`config.mk`:
```
export PLATFORM = sky130hd
export DESIGN_NAME = dsd_core
export DESIGN_NICKNAME = d
export VERILOG_FILES = /design/src/rtl/dsd_pkg.sv /design/src/rtl/dsd_ram.sv /design/src/rtl/dsd_stkrec.sv /design/src/rtl/dsd_core.sv
export SDC_FILE = /design/constraint.sdc
export NUM_CORES = 2
export LEC_CHECK = 0
export BUFFER_PORTS_ARGS = -buffer_cell sky130_fd_sc_hd__buf_2
export CAP_MARGIN = 20
export CORE_ASPECT_RATIO = 1.2
export CORE_MARGIN = 2
export CORE_UTILIZATION = 53
export CTS_CLUSTER_DIAMETER = 30
export DETAILED_ROUTE_END_ITERATION = 6
export GPL_TIMING_DRIVEN = 1
export PLACE_DENSITY = 0.72
export SLEW_MARGIN = 20
export SYNTH_ARGS = -nofsm -noshare
export SYNTH_HDL_FRONTEND = slang
export SYNTH_SLANG_ARGS = --single-unit
```
`constraint.sdc`:
```
create_clock -name clk -period 21.4 [get_ports clk]
set_clock_uncertainty 0.05 [all_clocks]
set_input_delay 4.28 -clock clk [delete_from_list [all_inputs] [get_ports clk]]
set_output_delay 4.28 -clock clk [all_outputs]
set_load 0.02 [all_outputs]
```
`src/rtl/dsd_pkg.sv`:
```
package dsd_pkg;

  // ************************************************************
  // Data-space map
  // ************************************************************
  localparam logic [7:0] DSD_BIT_BASE = 8'h20;
  localparam logic [7:0] DSD_SP_ADDR = 8'h81;
  localparam logic [7:0] DSD_PAGE_ADDR = 8'h84;
  localparam logic [7:0] DSD_NEXT_ADDR = 8'h85;
  localparam logic [7:0] DSD_LAST_ADDR = 8'h86;
  localparam logic [7:0] DSD_PGCN_ADDR = 8'h96;
  localparam logic [7:0] DSD_P0_ADDR = 8'h80;
  localparam logic [7:0] DSD_P1_ADDR = 8'h90;
  localparam logic [7:0] DSD_P2_ADDR = 8'hA0;
  localparam logic [7:0] DSD_P3_ADDR = 8'hB0;

  // ************************************************************
  // Implemented pages
  // ************************************************************
  localparam logic [7:0] DSD_PAGE_0 = 8'h00;
  localparam logic [7:0] DSD_PAGE_1 = 8'h01;
  localparam logic [7:0] DSD_PAGE_2 = 8'h02;
  localparam logic [7:0] DSD_PAGE_3 = 8'h03;
  localparam logic [7:0] DSD_PAGE_F = 8'h0F;

  // ************************************************************
  // Reset values
  // ************************************************************
  localparam logic [7:0] DSD_SP_RST = 8'h07;
  localparam logic [7:0] DSD_PAGE_RST = 8'h00;
  localparam logic [7:0] DSD_EMPTY_PAGE = 8'h00;
  localparam logic DSD_PGEN_RST = 1'b1;
  localparam logic [7:0] DSD_PORT_RST = 8'hFF;

  // ************************************************************
  // Stack record
  // ************************************************************
  localparam int DSD_REC_W = 32;
  localparam logic [5:0] DSD_REC_FULL = 6'h20;

  typedef enum logic [1:0] {
    DSD_IDLE = 2'b00,
    DSD_CALL_HI = 2'b01,
    DSD_RET_LO = 2'b10
  } dsd_state_t;

endpackage

```
`src/rtl/dsd_ram.sv`:
```
`timescale 1ns/1ps
module dsd_ram
(
  input wire logic clk,
  input wire logic we,
  input wire logic [7:0] waddr,
  input wire logic [7:0] wdata,
  input wire logic [7:0] raddr,
  output logic [7:0] rdata
);

  // ************************************************************
  // Storage
  // ************************************************************
  typedef struct packed {
    logic [255:0][7:0] mem;
  } dsd_ram_t;

  dsd_ram_t ram_reg;
  dsd_ram_t ram_next;

  // Contents are not cleared; software initialises its own data
  always_comb
  begin
    ram_next = ram_reg;
    if (we)
    begin
      ram_next.mem[waddr] = wdata;
    end
  end

  always_ff @(posedge clk)
  begin
    ram_reg <= ram_next;
  end

  assign rdata = ram_reg.mem[raddr];

endmodule

```
`src/rtl/dsd_stkrec.sv`:
```
`timescale 1ns/1ps
module dsd_stkrec
  import dsd_pkg::*;
(
  input wire logic clk,
  input wire logic sys_rst,
  input wire logic in_one,
  input wire logic in_two,
  input wire logic out_one,
  input wire logic out_two,
  output logic [DSD_REC_W-1:0] rec_bits,
  output logic [5:0] rec_level,
  output logic rec_overflow,
  output logic rec_underflow
);

  typedef struct packed {
    logic [DSD_REC_W-1:0] bits;
    logic [5:0] level;
    logic ovf;
    logic unf;
  } dsd_rec_t;

  dsd_rec_t rec_reg;
  dsd_rec_t rec_next;

  // ************************************************************
  // Shift record
  // ************************************************************
  always_comb
  begin
    rec_next = rec_reg;
    rec_next.ovf = 1'b0;
    rec_next.unf = 1'b0;
    if (in_one)
    begin
      rec_next.bits = {rec_reg.bits[DSD_REC_W-2:0], 1'b0};
      if (rec_reg.level == DSD_REC_FULL)
        rec_next.ovf = 1'b1;
      else
        rec_next.level = rec_reg.level + 6'h01;
    end
    else if (in_two)
    begin
      rec_next.bits = {rec_reg.bits[DSD_REC_W-3:0], 2'b11};
      if (rec_reg.level > DSD_REC_FULL - 6'h02)
      begin
        rec_next.ovf = 1'b1;
        rec_next.level = DSD_REC_FULL;
      end
      else
        rec_next.level = rec_reg.level + 6'h02;
    end
    else if (out_one)
    begin
      rec_next.bits = {1'b0, rec_reg.bits[DSD_REC_W-1:1]};
      if (rec_reg.level == 6'h00)
        rec_next.unf = 1'b1;
      else
        rec_next.level = rec_reg.level - 6'h01;
    end
    else if (out_two)
    begin
      rec_next.bits = {2'b00, rec_reg.bits[DSD_REC_W-1:2]};
      if (rec_reg.level < 6'h02)
      begin
        rec_next.unf = 1'b1;
        rec_next.level = 6'h00;
      end
      else
        rec_next.level = rec_reg.level - 6'h02;
    end
  end

  always_ff @(posedge clk)
  begin
    if (sys_rst)
      rec_reg <= '0;
    else
      rec_reg <= rec_next;
  end

  assign rec_bits = rec_reg.bits;
  assign rec_level = rec_reg.level;
  assign rec_overflow = rec_reg.ovf;
  assign rec_underflow = rec_reg.unf;

  // ************************************************************
  // Checks
  // ************************************************************
  property p_rec_ovf;
    @(posedge clk) disable iff (sys_rst)
    (in_one && rec_level == DSD_REC_FULL) |=> rec_overflow && rec_level == DSD_REC_FULL;
  endproperty
  a_rec_ovf: assert property (p_rec_ovf) else $error("record overflow missed");

  property p_rec_call;
    @(posedge clk) disable iff (sys_rst)
    (!in_one && in_two && rec_level < 6'h1E) |=> rec_level == $past(rec_level) + 6'h02;
  endproperty
  a_rec_call: assert property (p_rec_call) else $error("call did not add two bits");

  property p_rec_ret;
    @(posedge clk) disable iff (sys_rst)
    (!in_one && !in_two && !out_one && out_two && rec_level < 6'h02) |=> rec_underflow;
  endproperty
  a_rec_ret: assert property (p_rec_ret) else $error("record underflow missed");

endmodule

```
`src/rtl/dsd_core.sv`:
```
`timescale 1ns/1ps
module dsd_core
  import dsd_pkg::*;
(
  input wire logic clk,
  input wire logic sys_rst,
  input wire logic acc_valid,
  input wire logic acc_write,
  input wire logic acc_bit,
  input wire logic acc_indirect,
  input wire logic [7:0] acc_addr,
  input wire logic [7:0] acc_wdata,
  input wire logic stk_push,
  input wire logic stk_pop,
  input wire logic stk_call,
  input wire logic stk_ret,
  input wire logic [7:0] push_data,
  input wire logic [15:0] call_addr,
  input wire logic irq_enter,
  input wire logic [7:0] irq_page,
  input wire logic return_from_interrupt,
  output logic [7:0] rd_data,
  output logic rd_valid,
  output logic [15:0] ret_addr,
  output logic ret_valid,
  output logic busy,
  output logic [7:0] stack_pointer,
  output logic [7:0] page_select_register,
  output logic [7:0] page_stack_second_entry,
  output logic [7:0] page_stack_bottom_entry,
  output logic auto_page_enable,
  output logic [7:0] port_zero_data,
  output logic [7:0] port_one_data,
  output logic [7:0] port_two_data,
  output logic [7:0] port_three_data,
  output logic ext_sfr_valid,
  output logic ext_sfr_write,
  output logic [7:0] ext_sfr_addr,
  output logic [7:0] ext_sfr_page,
  output logic [7:0] ext_sfr_wdata,
  output logic [5:0] rec_level,
  output logic rec_overflow,
  output logic rec_underflow
);

  // ************************************************************
  // State
  // ************************************************************
  typedef struct packed {
    dsd_state_t state;
    logic busy;
    logic [7:0] sp;
    logic [7:0] page;
    logic [7:0] nxt;
    logic [7:0] last;
    logic pgen;
    logic [3:0][7:0] ports;
    logic [7:0] rd_data;
    logic rd_valid;
    logic [15:0] ret_addr;
    logic ret_valid;
    logic ext_valid;
    logic ext_write;
    logic [7:0] ext_addr;
    logic [7:0] ext_page;
    logic [7:0] ext_wdata;
  } dsd_core_t;

  dsd_core_t core_reg;
  dsd_core_t core_next;

  logic ram_we;
  logic [7:0] ram_waddr;
  logic [7:0] ram_wdata;
  logic [7:0] ram_raddr;
  logic [7:0] ram_rdata;
  logic rec_in_one;
  logic rec_in_two;
  logic rec_out_one;
  logic rec_out_two;
  logic is_sfr;
  logic [7:0] byte_addr;
  logic [2:0] bit_idx;
  logic [7:0] sfr_rd;
  logic sfr_local;
  logic page_ok;
  logic [7:0] old_byte;
  logic [7:0] rval;
  logic [7:0] wval;

  // ************************************************************
  // Address decode
  // ************************************************************
  always_comb
  begin
    bit_idx = acc_addr[2:0];
    // operand type picks bit or byte
    if (acc_bit)
    begin
      // bit addresses from 0x80 are SFR bits
      is_sfr = acc_addr[7];
      // only SFRs ending 0x0 or 0x8 hold bits
      if (acc_addr[7])
        byte_addr = {acc_addr[7:3], 3'b000};
      // bit 8k+n lives in byte 0x20+k
      else
        byte_addr = DSD_BIT_BASE + {4'h0, acc_addr[6:3]};
    end
    else
    begin
      // indirect reaches upper RAM, direct reaches SFRs
      is_sfr = !acc_indirect && acc_addr[7];
      byte_addr = acc_addr;
    end
  end

  // only five pages are backed by registers
  always_comb
  begin
    case (core_reg.page)
      DSD_PAGE_0, DSD_PAGE_1, DSD_PAGE_2, DSD_PAGE_3, DSD_PAGE_F: page_ok = 1'b1;
      default: page_ok = 1'b0;
    endcase
  end

  // these registers ignore the page select value
  always_comb
  begin
    sfr_local = 1'b1;
    case (byte_addr)
      DSD_SP_ADDR: sfr_rd = core_reg.sp;
      DSD_PAGE_ADDR: sfr_rd = core_reg.page;
      DSD_NEXT_ADDR: sfr_rd = core_reg.nxt;
      DSD_LAST_ADDR: sfr_rd = core_reg.last;
      DSD_PGCN_ADDR: sfr_rd = {7'h00, core_reg.pgen};
      DSD_P0_ADDR: sfr_rd = core_reg.ports[0];
      DSD_P1_ADDR: sfr_rd = core_reg.ports[1];
      DSD_P2_ADDR: sfr_rd = core_reg.ports[2];
      DSD_P3_ADDR: sfr_rd = core_reg.ports[3];
      default:
      begin
        sfr_rd = 8'h00;
        sfr_local = 1'b0;
      end
    endcase
  end

  // bit and byte views of the same byte
  always_comb
  begin
    old_byte = is_sfr ? sfr_rd : ram_rdata;
    wval = acc_wdata;
    rval = old_byte;
    if (acc_bit)
    begin
      wval = old_byte;
      wval[bit_idx] = acc_wdata[0];
      rval = {7'h00, old_byte[bit_idx]};
    end
  end

  // ************************************************************
  // Sequencer
  // ************************************************************
  always_comb
  begin
    core_next = core_reg;
    core_next.rd_valid = 1'b0;
    core_next.ret_valid = 1'b0;
    core_next.ext_valid = 1'b0;
    ram_we = 1'b0;
    ram_waddr = 8'h00;
    ram_wdata = 8'h00;
    ram_raddr = byte_addr;
    rec_in_one = 1'b0;
    rec_in_two = 1'b0;
    rec_out_one = 1'b0;
    rec_out_two = 1'b0;
    case (core_reg.state)
      DSD_IDLE:
      begin
        if (stk_call)
        begin
          // Low byte first, high byte next cycle
          ram_we = 1'b1;
          ram_waddr = core_reg.sp + 8'h01;
          ram_wdata = call_addr[7:0];
          core_next.sp = core_reg.sp + 8'h01;
          core_next.ret_addr = call_addr;
          rec_in_two = 1'b1;
          core_next.state = DSD_CALL_HI;
        end
        else if (stk_ret)
        begin
          ram_raddr = core_reg.sp;
          core_next.ret_addr[15:8] = ram_rdata;
          core_next.sp = core_reg.sp - 8'h01;
          rec_out_two = 1'b1;
          core_next.state = DSD_RET_LO;
        end
        else if (stk_push)
        begin
          // write above pointer, then bump it
          ram_we = 1'b1;
          ram_waddr = core_reg.sp + 8'h01;
          ram_wdata = push_data;
          core_next.sp = core_reg.sp + 8'h01;
          rec_in_one = 1'b1;
        end
        else if (stk_pop)
        begin
          ram_raddr = core_reg.sp;
          core_next.rd_data = ram_rdata;
          core_next.rd_valid = 1'b1;
          core_next.sp = core_reg.sp - 8'h01;
          rec_out_one = 1'b1;
        end
        else if (acc_valid && !acc_write)
        begin
          core_next.rd_data = rval;
          core_next.rd_valid = 1'b1;
        end
        else if (acc_valid && !is_sfr)
        begin
          ram_we = 1'b1;
          ram_waddr = byte_addr;
          ram_wdata = wval;
        end
        else if (acc_valid)
        begin
          // plain writes touch one entry, except one-step SP writes
          case (byte_addr)
            DSD_SP_ADDR:
            begin
              // a one-step pointer write also shifts the stack record
              core_next.sp = wval;
              if (wval == core_reg.sp + 8'h01)
                rec_in_one = 1'b1;
              else if (wval == core_reg.sp - 8'h01)
                rec_out_one = 1'b1;
            end
            DSD_PAGE_ADDR: core_next.page = wval;
            DSD_NEXT_ADDR: core_next.nxt = wval;
            DSD_LAST_ADDR: core_next.last = wval;
            DSD_PGCN_ADDR: core_next.pgen = wval[0];
            DSD_P0_ADDR: core_next.ports[0] = wval;
            DSD_P1_ADDR: core_next.ports[1] = wval;
            DSD_P2_ADDR: core_next.ports[2] = wval;
            DSD_P3_ADDR: core_next.ports[3] = wval;
            default: core_next.ports = core_reg.ports;
          endcase
        end
        // Paged registers live outside; unbacked pages are dropped
        if (!stk_call && !stk_ret && !stk_push && !stk_pop && acc_valid && is_sfr
            && !sfr_local && page_ok)
        begin
          core_next.ext_valid = 1'b1;
          core_next.ext_write = acc_write;
          core_next.ext_addr = byte_addr;
          core_next.ext_page = core_reg.page;
          core_next.ext_wdata = wval;
        end
      end
      DSD_CALL_HI:
      begin
        ram_we = 1'b1;
        ram_waddr = core_reg.sp + 8'h01;
        ram_wdata = core_reg.ret_addr[15:8];
        core_next.sp = core_reg.sp + 8'h01;
        core_next.state = DSD_IDLE;
      end
      DSD_RET_LO:
      begin
        ram_raddr = core_reg.sp;
        core_next.ret_addr[7:0] = ram_rdata;
        core_next.sp = core_reg.sp - 8'h01;
        core_next.ret_valid = 1'b1;
        core_next.state = DSD_IDLE;
      end
      default: core_next.state = DSD_IDLE;
    endcase
    // disabled auto paging leaves the stack alone
    if (core_reg.pgen && irq_enter)
    begin
      // push and load the interrupt's page
      // deep nesting drops the oldest page
      core_next.last = core_reg.nxt;
      core_next.nxt = core_reg.page;
      core_next.page = irq_page;
    end
    else if (core_reg.pgen && return_from_interrupt)
    begin
      // pop, bottom refills with empty page
      core_next.page = core_reg.nxt;
      core_next.nxt = core_reg.last;
      core_next.last = DSD_EMPTY_PAGE;
    end
    core_next.busy = core_next.state != DSD_IDLE;
  end

  always_ff @(posedge clk)
  begin
    if (sys_rst)
    begin
      core_reg <= '0;
      // pointer starts below register bank 1
      core_reg.sp <= DSD_SP_RST;
      core_reg.page <= DSD_PAGE_RST;
      core_reg.pgen <= DSD_PGEN_RST;
      core_reg.ports <= {4{DSD_PORT_RST}};
      core_reg.state <= DSD_IDLE;
    end
    else
      core_reg <= core_next;
  end

  // ************************************************************
  // Submodules
  // ************************************************************
  dsd_ram u_ram
  (
    .clk(clk),
    .we(ram_we),
    .waddr(ram_waddr),
    .wdata(ram_wdata),
    .raddr(ram_raddr),
    .rdata(ram_rdata)
  );

  dsd_stkrec u_rec
  (
    .clk(clk),
    .sys_rst(sys_rst),
    .in_one(rec_in_one),
    .in_two(rec_in_two),
    .out_one(rec_out_one),
    .out_two(rec_out_two),
    .rec_bits(),
    .rec_level(rec_level),
    .rec_overflow(rec_overflow),
    .rec_underflow(rec_underflow)
  );

  assign rd_data = core_reg.rd_data;
  assign rd_valid = core_reg.rd_valid;
  assign ret_addr = core_reg.ret_addr;
  assign ret_valid = core_reg.ret_valid;
  assign busy = core_reg.busy;
  assign stack_pointer = core_reg.sp;
  assign page_select_register = core_reg.page;
  assign page_stack_second_entry = core_reg.nxt;
  assign page_stack_bottom_entry = core_reg.last;
  assign auto_page_enable = core_reg.pgen;
  assign port_zero_data = core_reg.ports[0];
  assign port_one_data = core_reg.ports[1];
  assign port_two_data = core_reg.ports[2];
  assign port_three_data = core_reg.ports[3];
  assign ext_sfr_valid = core_reg.ext_valid;
  assign ext_sfr_write = core_reg.ext_write;
  assign ext_sfr_addr = core_reg.ext_addr;
  assign ext_sfr_page = core_reg.ext_page;
  assign ext_sfr_wdata = core_reg.ext_wdata;

  // ************************************************************
  // Checks
  // ************************************************************
  property p_sp_reset;
    @(posedge clk) disable iff (sys_rst)
    $past(sys_rst) |-> stack_pointer == DSD_SP_RST && auto_page_enable;
  endproperty
  a_sp_reset: assert property (p_sp_reset) else $error("bad reset values");

  property p_push;
    @(posedge clk) disable iff (sys_rst)
    (!busy && !stk_call && !stk_ret && stk_push) |->
      ram_we && ram_waddr == stack_pointer + 8'h01 ##1 stack_pointer == $past(stack_pointer) + 8'h01;
  endproperty
  a_push: assert property (p_push) else $error("push order wrong");

  property p_bit_map;
    @(posedge clk) disable iff (sys_rst)
    (acc_bit && !acc_addr[7]) |-> byte_addr == DSD_BIT_BASE + {4'h0, acc_addr[6:3]};
  endproperty
  a_bit_map: assert property (p_bit_map) else $error("bit address mapped wrong");

  property p_sp_read;
    @(posedge clk) disable iff (sys_rst)
    (!busy && !stk_call && !stk_ret && !stk_push && !stk_pop && acc_valid && !acc_write
      && !acc_bit && !acc_indirect && acc_addr == DSD_SP_ADDR) |=>
      rd_valid && rd_data == $past(stack_pointer);
  endproperty
  a_sp_read: assert property (p_sp_read) else $error("direct read missed SFR");

  property p_irq_push;
    @(posedge clk) disable iff (sys_rst)
    (irq_enter && auto_page_enable) |=> page_select_register == $past(irq_page)
      && page_stack_second_entry == $past(page_select_register)
      && page_stack_bottom_entry == $past(page_stack_second_entry);
  endproperty
  a_irq_push: assert property (p_irq_push) else $error("page push wrong");

  property p_return_from_interrupt_pop;
    @(posedge clk) disable iff (sys_rst)
    (!irq_enter && return_from_interrupt && auto_page_enable) |=>
      page_select_register == $past(page_stack_second_entry)
      && page_stack_bottom_entry == DSD_EMPTY_PAGE;
  endproperty
  a_return_from_interrupt_pop: assert property (p_return_from_interrupt_pop) else $error("page pop wrong");

  property p_no_auto;
    @(posedge clk) disable iff (sys_rst)
    ((irq_enter || return_from_interrupt) && !auto_page_enable && !acc_valid) |=>
      $stable(page_select_register) && $stable(page_stack_second_entry);
  endproperty
  a_no_auto: assert property (p_no_auto) else $error("page moved while disabled");

  property p_port_any_page;
    @(posedge clk) disable iff (sys_rst)
    (!busy && !stk_call && !stk_ret && !stk_push && !stk_pop && acc_valid && acc_write
      && !acc_bit && !acc_indirect && acc_addr == DSD_P1_ADDR) |=>
      port_one_data == $past(acc_wdata);
  endproperty
  a_port_any_page: assert property (p_port_any_page) else $error("port write lost");

endmodule

```
==> flow_summary.yaml <==
sta:
  tightestPinTransition_ns: 1.23
  rsz0062_at_grt: "false"
  slew_violations: 0
  fin_crit_sh: 0.640
  setup_tns_ns: 0
  fin_crit_ns: 13.69
  hold_violations: 0
  finalSetupViolations: 0
  relSlewSlack: 0.180
  max_freq_mhz: 73.0
  holdWs_ns: 0.399
routing:
  drc_errors: 1
  dr.pass1.iters: 7
  final_antenna_net_count: 0
  routed_via_density: 6.79
  routed_wl_um: 307000
  drt-initial-drc-count: 10330
  vias: 64632
  wl_per_cell_um: 32.2
worst_setup_path:
  crit_path_end_kind: "flip-flop"
  reg2reg_depth: 22
  rr_startpoint: "core_reg[118]"
  r2r_slack_ns: 10.64
  worstPathRequired_ns: 21.93
  cp_data_arrival_time_ns: 14.23
  regToRegEndpoint: "u_ram.ram_reg[145]"
  worstSetupPathType: "input port to flip-flop"
  crit_fanout: 102
  cp-start-kind: "input port"
synthesis:
  syn_avg_cell_area_um2: 13.5
  yosys_register_bits: 2176
  synth_edf_count: 2048
  yosysWarnings: 0
  synthFlopType: "edfxtp_1"
  synthesis.nets: 6922
  syn_area_um2: 92500
  async_flop_share: 0
  ys_seq_area_frac: 0.693
  ys_types: 114
  syn_inst: 6849
floorplan:
  die_h_um: 462
  initial_core_util: 0.535
  std_cell_rows: 167
  dieArea_um2: 178000
  coreArea_um2: 173000
  ios: 186
  fp.dieW_um: 385
grt:
  top_usage_layer: "met2"
  grt_pass1_vias: 61437
  use_met2: 0.511
  grt_pass1_wl_um: 433000
  antenna_found_initial: 17
  gr-total-overflow: 0
  met3_usage: 0.0962
  grtUsageMet1: 0.413
  grt_max_degree: 257
  grtUsageTotal: 0.338
power_and_ir_drop:
  power_frac_clock: 0.463
  switching_share: 0.279
  p_sw_mw: 3.46
  power_frac_comb: 0.150
  p_per_area_nw_per_um2: 116
  p_int_mw: 8.95
  ir_drop_v: 0.000101
  pwr-share-seq: 0.387
  p_leak_nw: 36.2
clocking:
  ctsResizeCount: 0
  clk_latency_ns: 0.97
  post_cts_buffers: 0
  numCtsBuffers: 347
  cts_hold_buf: 0
  root_buffer: "clkbuf_16"
  clk_pin_slew_ns: 0.05
  cts.sinks: 2176
  clock_path_buffers: 4
  cts_tree: "yes"
  cts.htree.levels: 5
final_layout:
  fin_nets: 7026
  layout-drive-gt1-share: 0.150
  largest_register_ffs: 2048
  fill_cells: 12352
  syn_to_final_growth_pct: 15.5
min_path:
  whs_path_depth: 2
  min_path_type: "flip-flop to flip-flop"
  min_to: "ext_sfr_wdata[5]"
  min_from: "ext_sfr_wdata[5]"
place:
  place_hpwl_um: 185000
  place_congestion: 0.998
  port_buffers: 185
status:
  violations: "DRC"
  status: "finished with violations"
run:
  max-cap-violations: 0
-- cell usage in the layout (no fill, tap or decap), types with 24 or more instances in the layout --
cell,n
o21ai_0,227
dfxtp_1,128
o221ai_1,47
clkbuf_16,355
mux2_2,33
bufinv_16,53
o211a_1,39
a21oi_1,284
nand3_1,221
mux2i_1,411
clkinv_1,36
o211ai_1,83
a31oi_1,47
nand4_1,40
or3_1,84
clkinv_2,31
inv_1,28
o22ai_1,96
nor3_1,120
and3_1,91
buf_2,185
a221oi_1,42
nor4_1,44
a211oi_1,84
o2111ai_1,34
a22oi_1,57
inv_6,50
clkinvlp_4,30
nor2_1,577
nor2b_1,37
a311oi_1,34
nand2_1,713
clkinv_4,34
a211o_1,38
edfxtp_1,2048
or4_1,24
buf_4,164
o32ai_1,46
a32oi_1,35
-- how the worst max path moves through the flow --
stage	startpoint	slack, ns	end
after floorplan	acc_bit	1.14	u_ram.ram_reg[0]
after global placement	stk_call	7.22	u_ram.ram_reg[1538]
after detailed placement	stk_call	7.28	u_ram.ram_reg[1666]
after CTS	stk_call	8.24	u_ram.ram_reg[1066]
after global routing	stk_call	7.62	u_ram.ram_reg[1666]
final	stk_call	7.71	u_ram.ram_reg[145]
-- kinds of logic after synthesis --
group / after synthesis / synth area share
adders and majority gates: 13 / 0.00176
xor gates and xnor gates: 26 / 0.00246
buffers and inverters: 642 / 0.0381
and+or+nand+nor: 2077 / 0.103
DFF: 2176 / 0.693
AOI/OAI and AO/OA: 1462 / 0.112
muxes: 453 / 0.0502
-- critical path, cell delays in order --
cell	delay (ns)
buf_2	0.50
and2b_1	0.37
o22ai_4	0.18
buf_4	0.45
nand2_8	0.42
nand2_4	0.62
buf_12	0.50
buf_4	0.64
mux2_2	0.41
a222oi_1	0.55
and4b_1	0.49
a211oi_1	0.22
buf_4	0.21
a31oi_1	0.27
or3b_2	0.61
nand2_1	0.25
a22oi_1	0.18
o21ai_4	0.23
buf_4	0.59
buf_4	0.88
buf_4	0.95
-- area by class of cell --
cell class | count | area [um2] | share of cell area
clock buffers | 376 | 9000 | 0.0843
inverters | 31 | 116 | 0.00109
flip-flops and latches | 2176 | 64100 | 0.600
repair buffers | 366 | 2460 | 0.0230
diodes | 14 | 35.0 | 0.000328
well taps | 2281 | 2850 | 0.0267
multi-input cells | 4031 | 25300 | 0.237
clock inverters | 240 | 2930 | 0.0274
-- layer usage --
layer	share of wire	vias up
met4	0.088	14
met2	0.45	5127
met3	0.13	1159
met1	0.34	31656
li1	-	26676
met5	0.00034	-
-- synth_stat cells (42+ instances only) --
library cell / instances / area, um2
buf_4: 173 / 1300
nor3_1: 122 / 611
a211oi_1: 85 / 638
a221oi_1: 42 / 368
and3_1: 91 / 569
o211ai_1: 83 / 623
or3_1: 84 / 526
a21oi_1: 286 / 1430
edfxtp_1: 2048 / 61500
o22ai_1: 96 / 601
a31oi_1: 47 / 294
mux2i_1: 411 / 4110
a22oi_1: 57 / 428
nor2_1: 585 / 2200
clkbuf_1: 208 / 781
o221ai_1: 48 / 420
nand3_1: 221 / 1110
nand2_1: 725 / 2720
dfxtp_1: 128 / 2560
o32ai_1: 46 / 403
nor4_1: 51 / 319
o21ai_0: 238 / 1190
buf_2: 170 / 851
-- stage by stage --
step                      cell area (um2)  setup WS, ns  instances   util  power [mW]
after floorplan                     92500          1.14       6849      -        6.02
after global placement              94600          7.22       8877  0.547        6.62
after detailed placement            94800          7.28       8884  0.548        6.66
after CTS                          107000          8.24       9500  0.617        12.3
after global routing               107000          7.62       9504  0.617        12.6
final                              107000          7.71       9515  0.617        12.4
-- power by group through the flow --
stage	sequential [mW]	combinational, mW	clock (mW)
5_1_grt	4.80	1.89	5.94
4_1_cts	4.80	1.78	5.75
3_5_place_dp	4.89	1.77	0
6_report	4.81	1.86	5.74
2_1_floorplan	4.98	1.05	0
3_3_place_gp	4.89	1.74	0
Power figures use the tool's default switching activity.
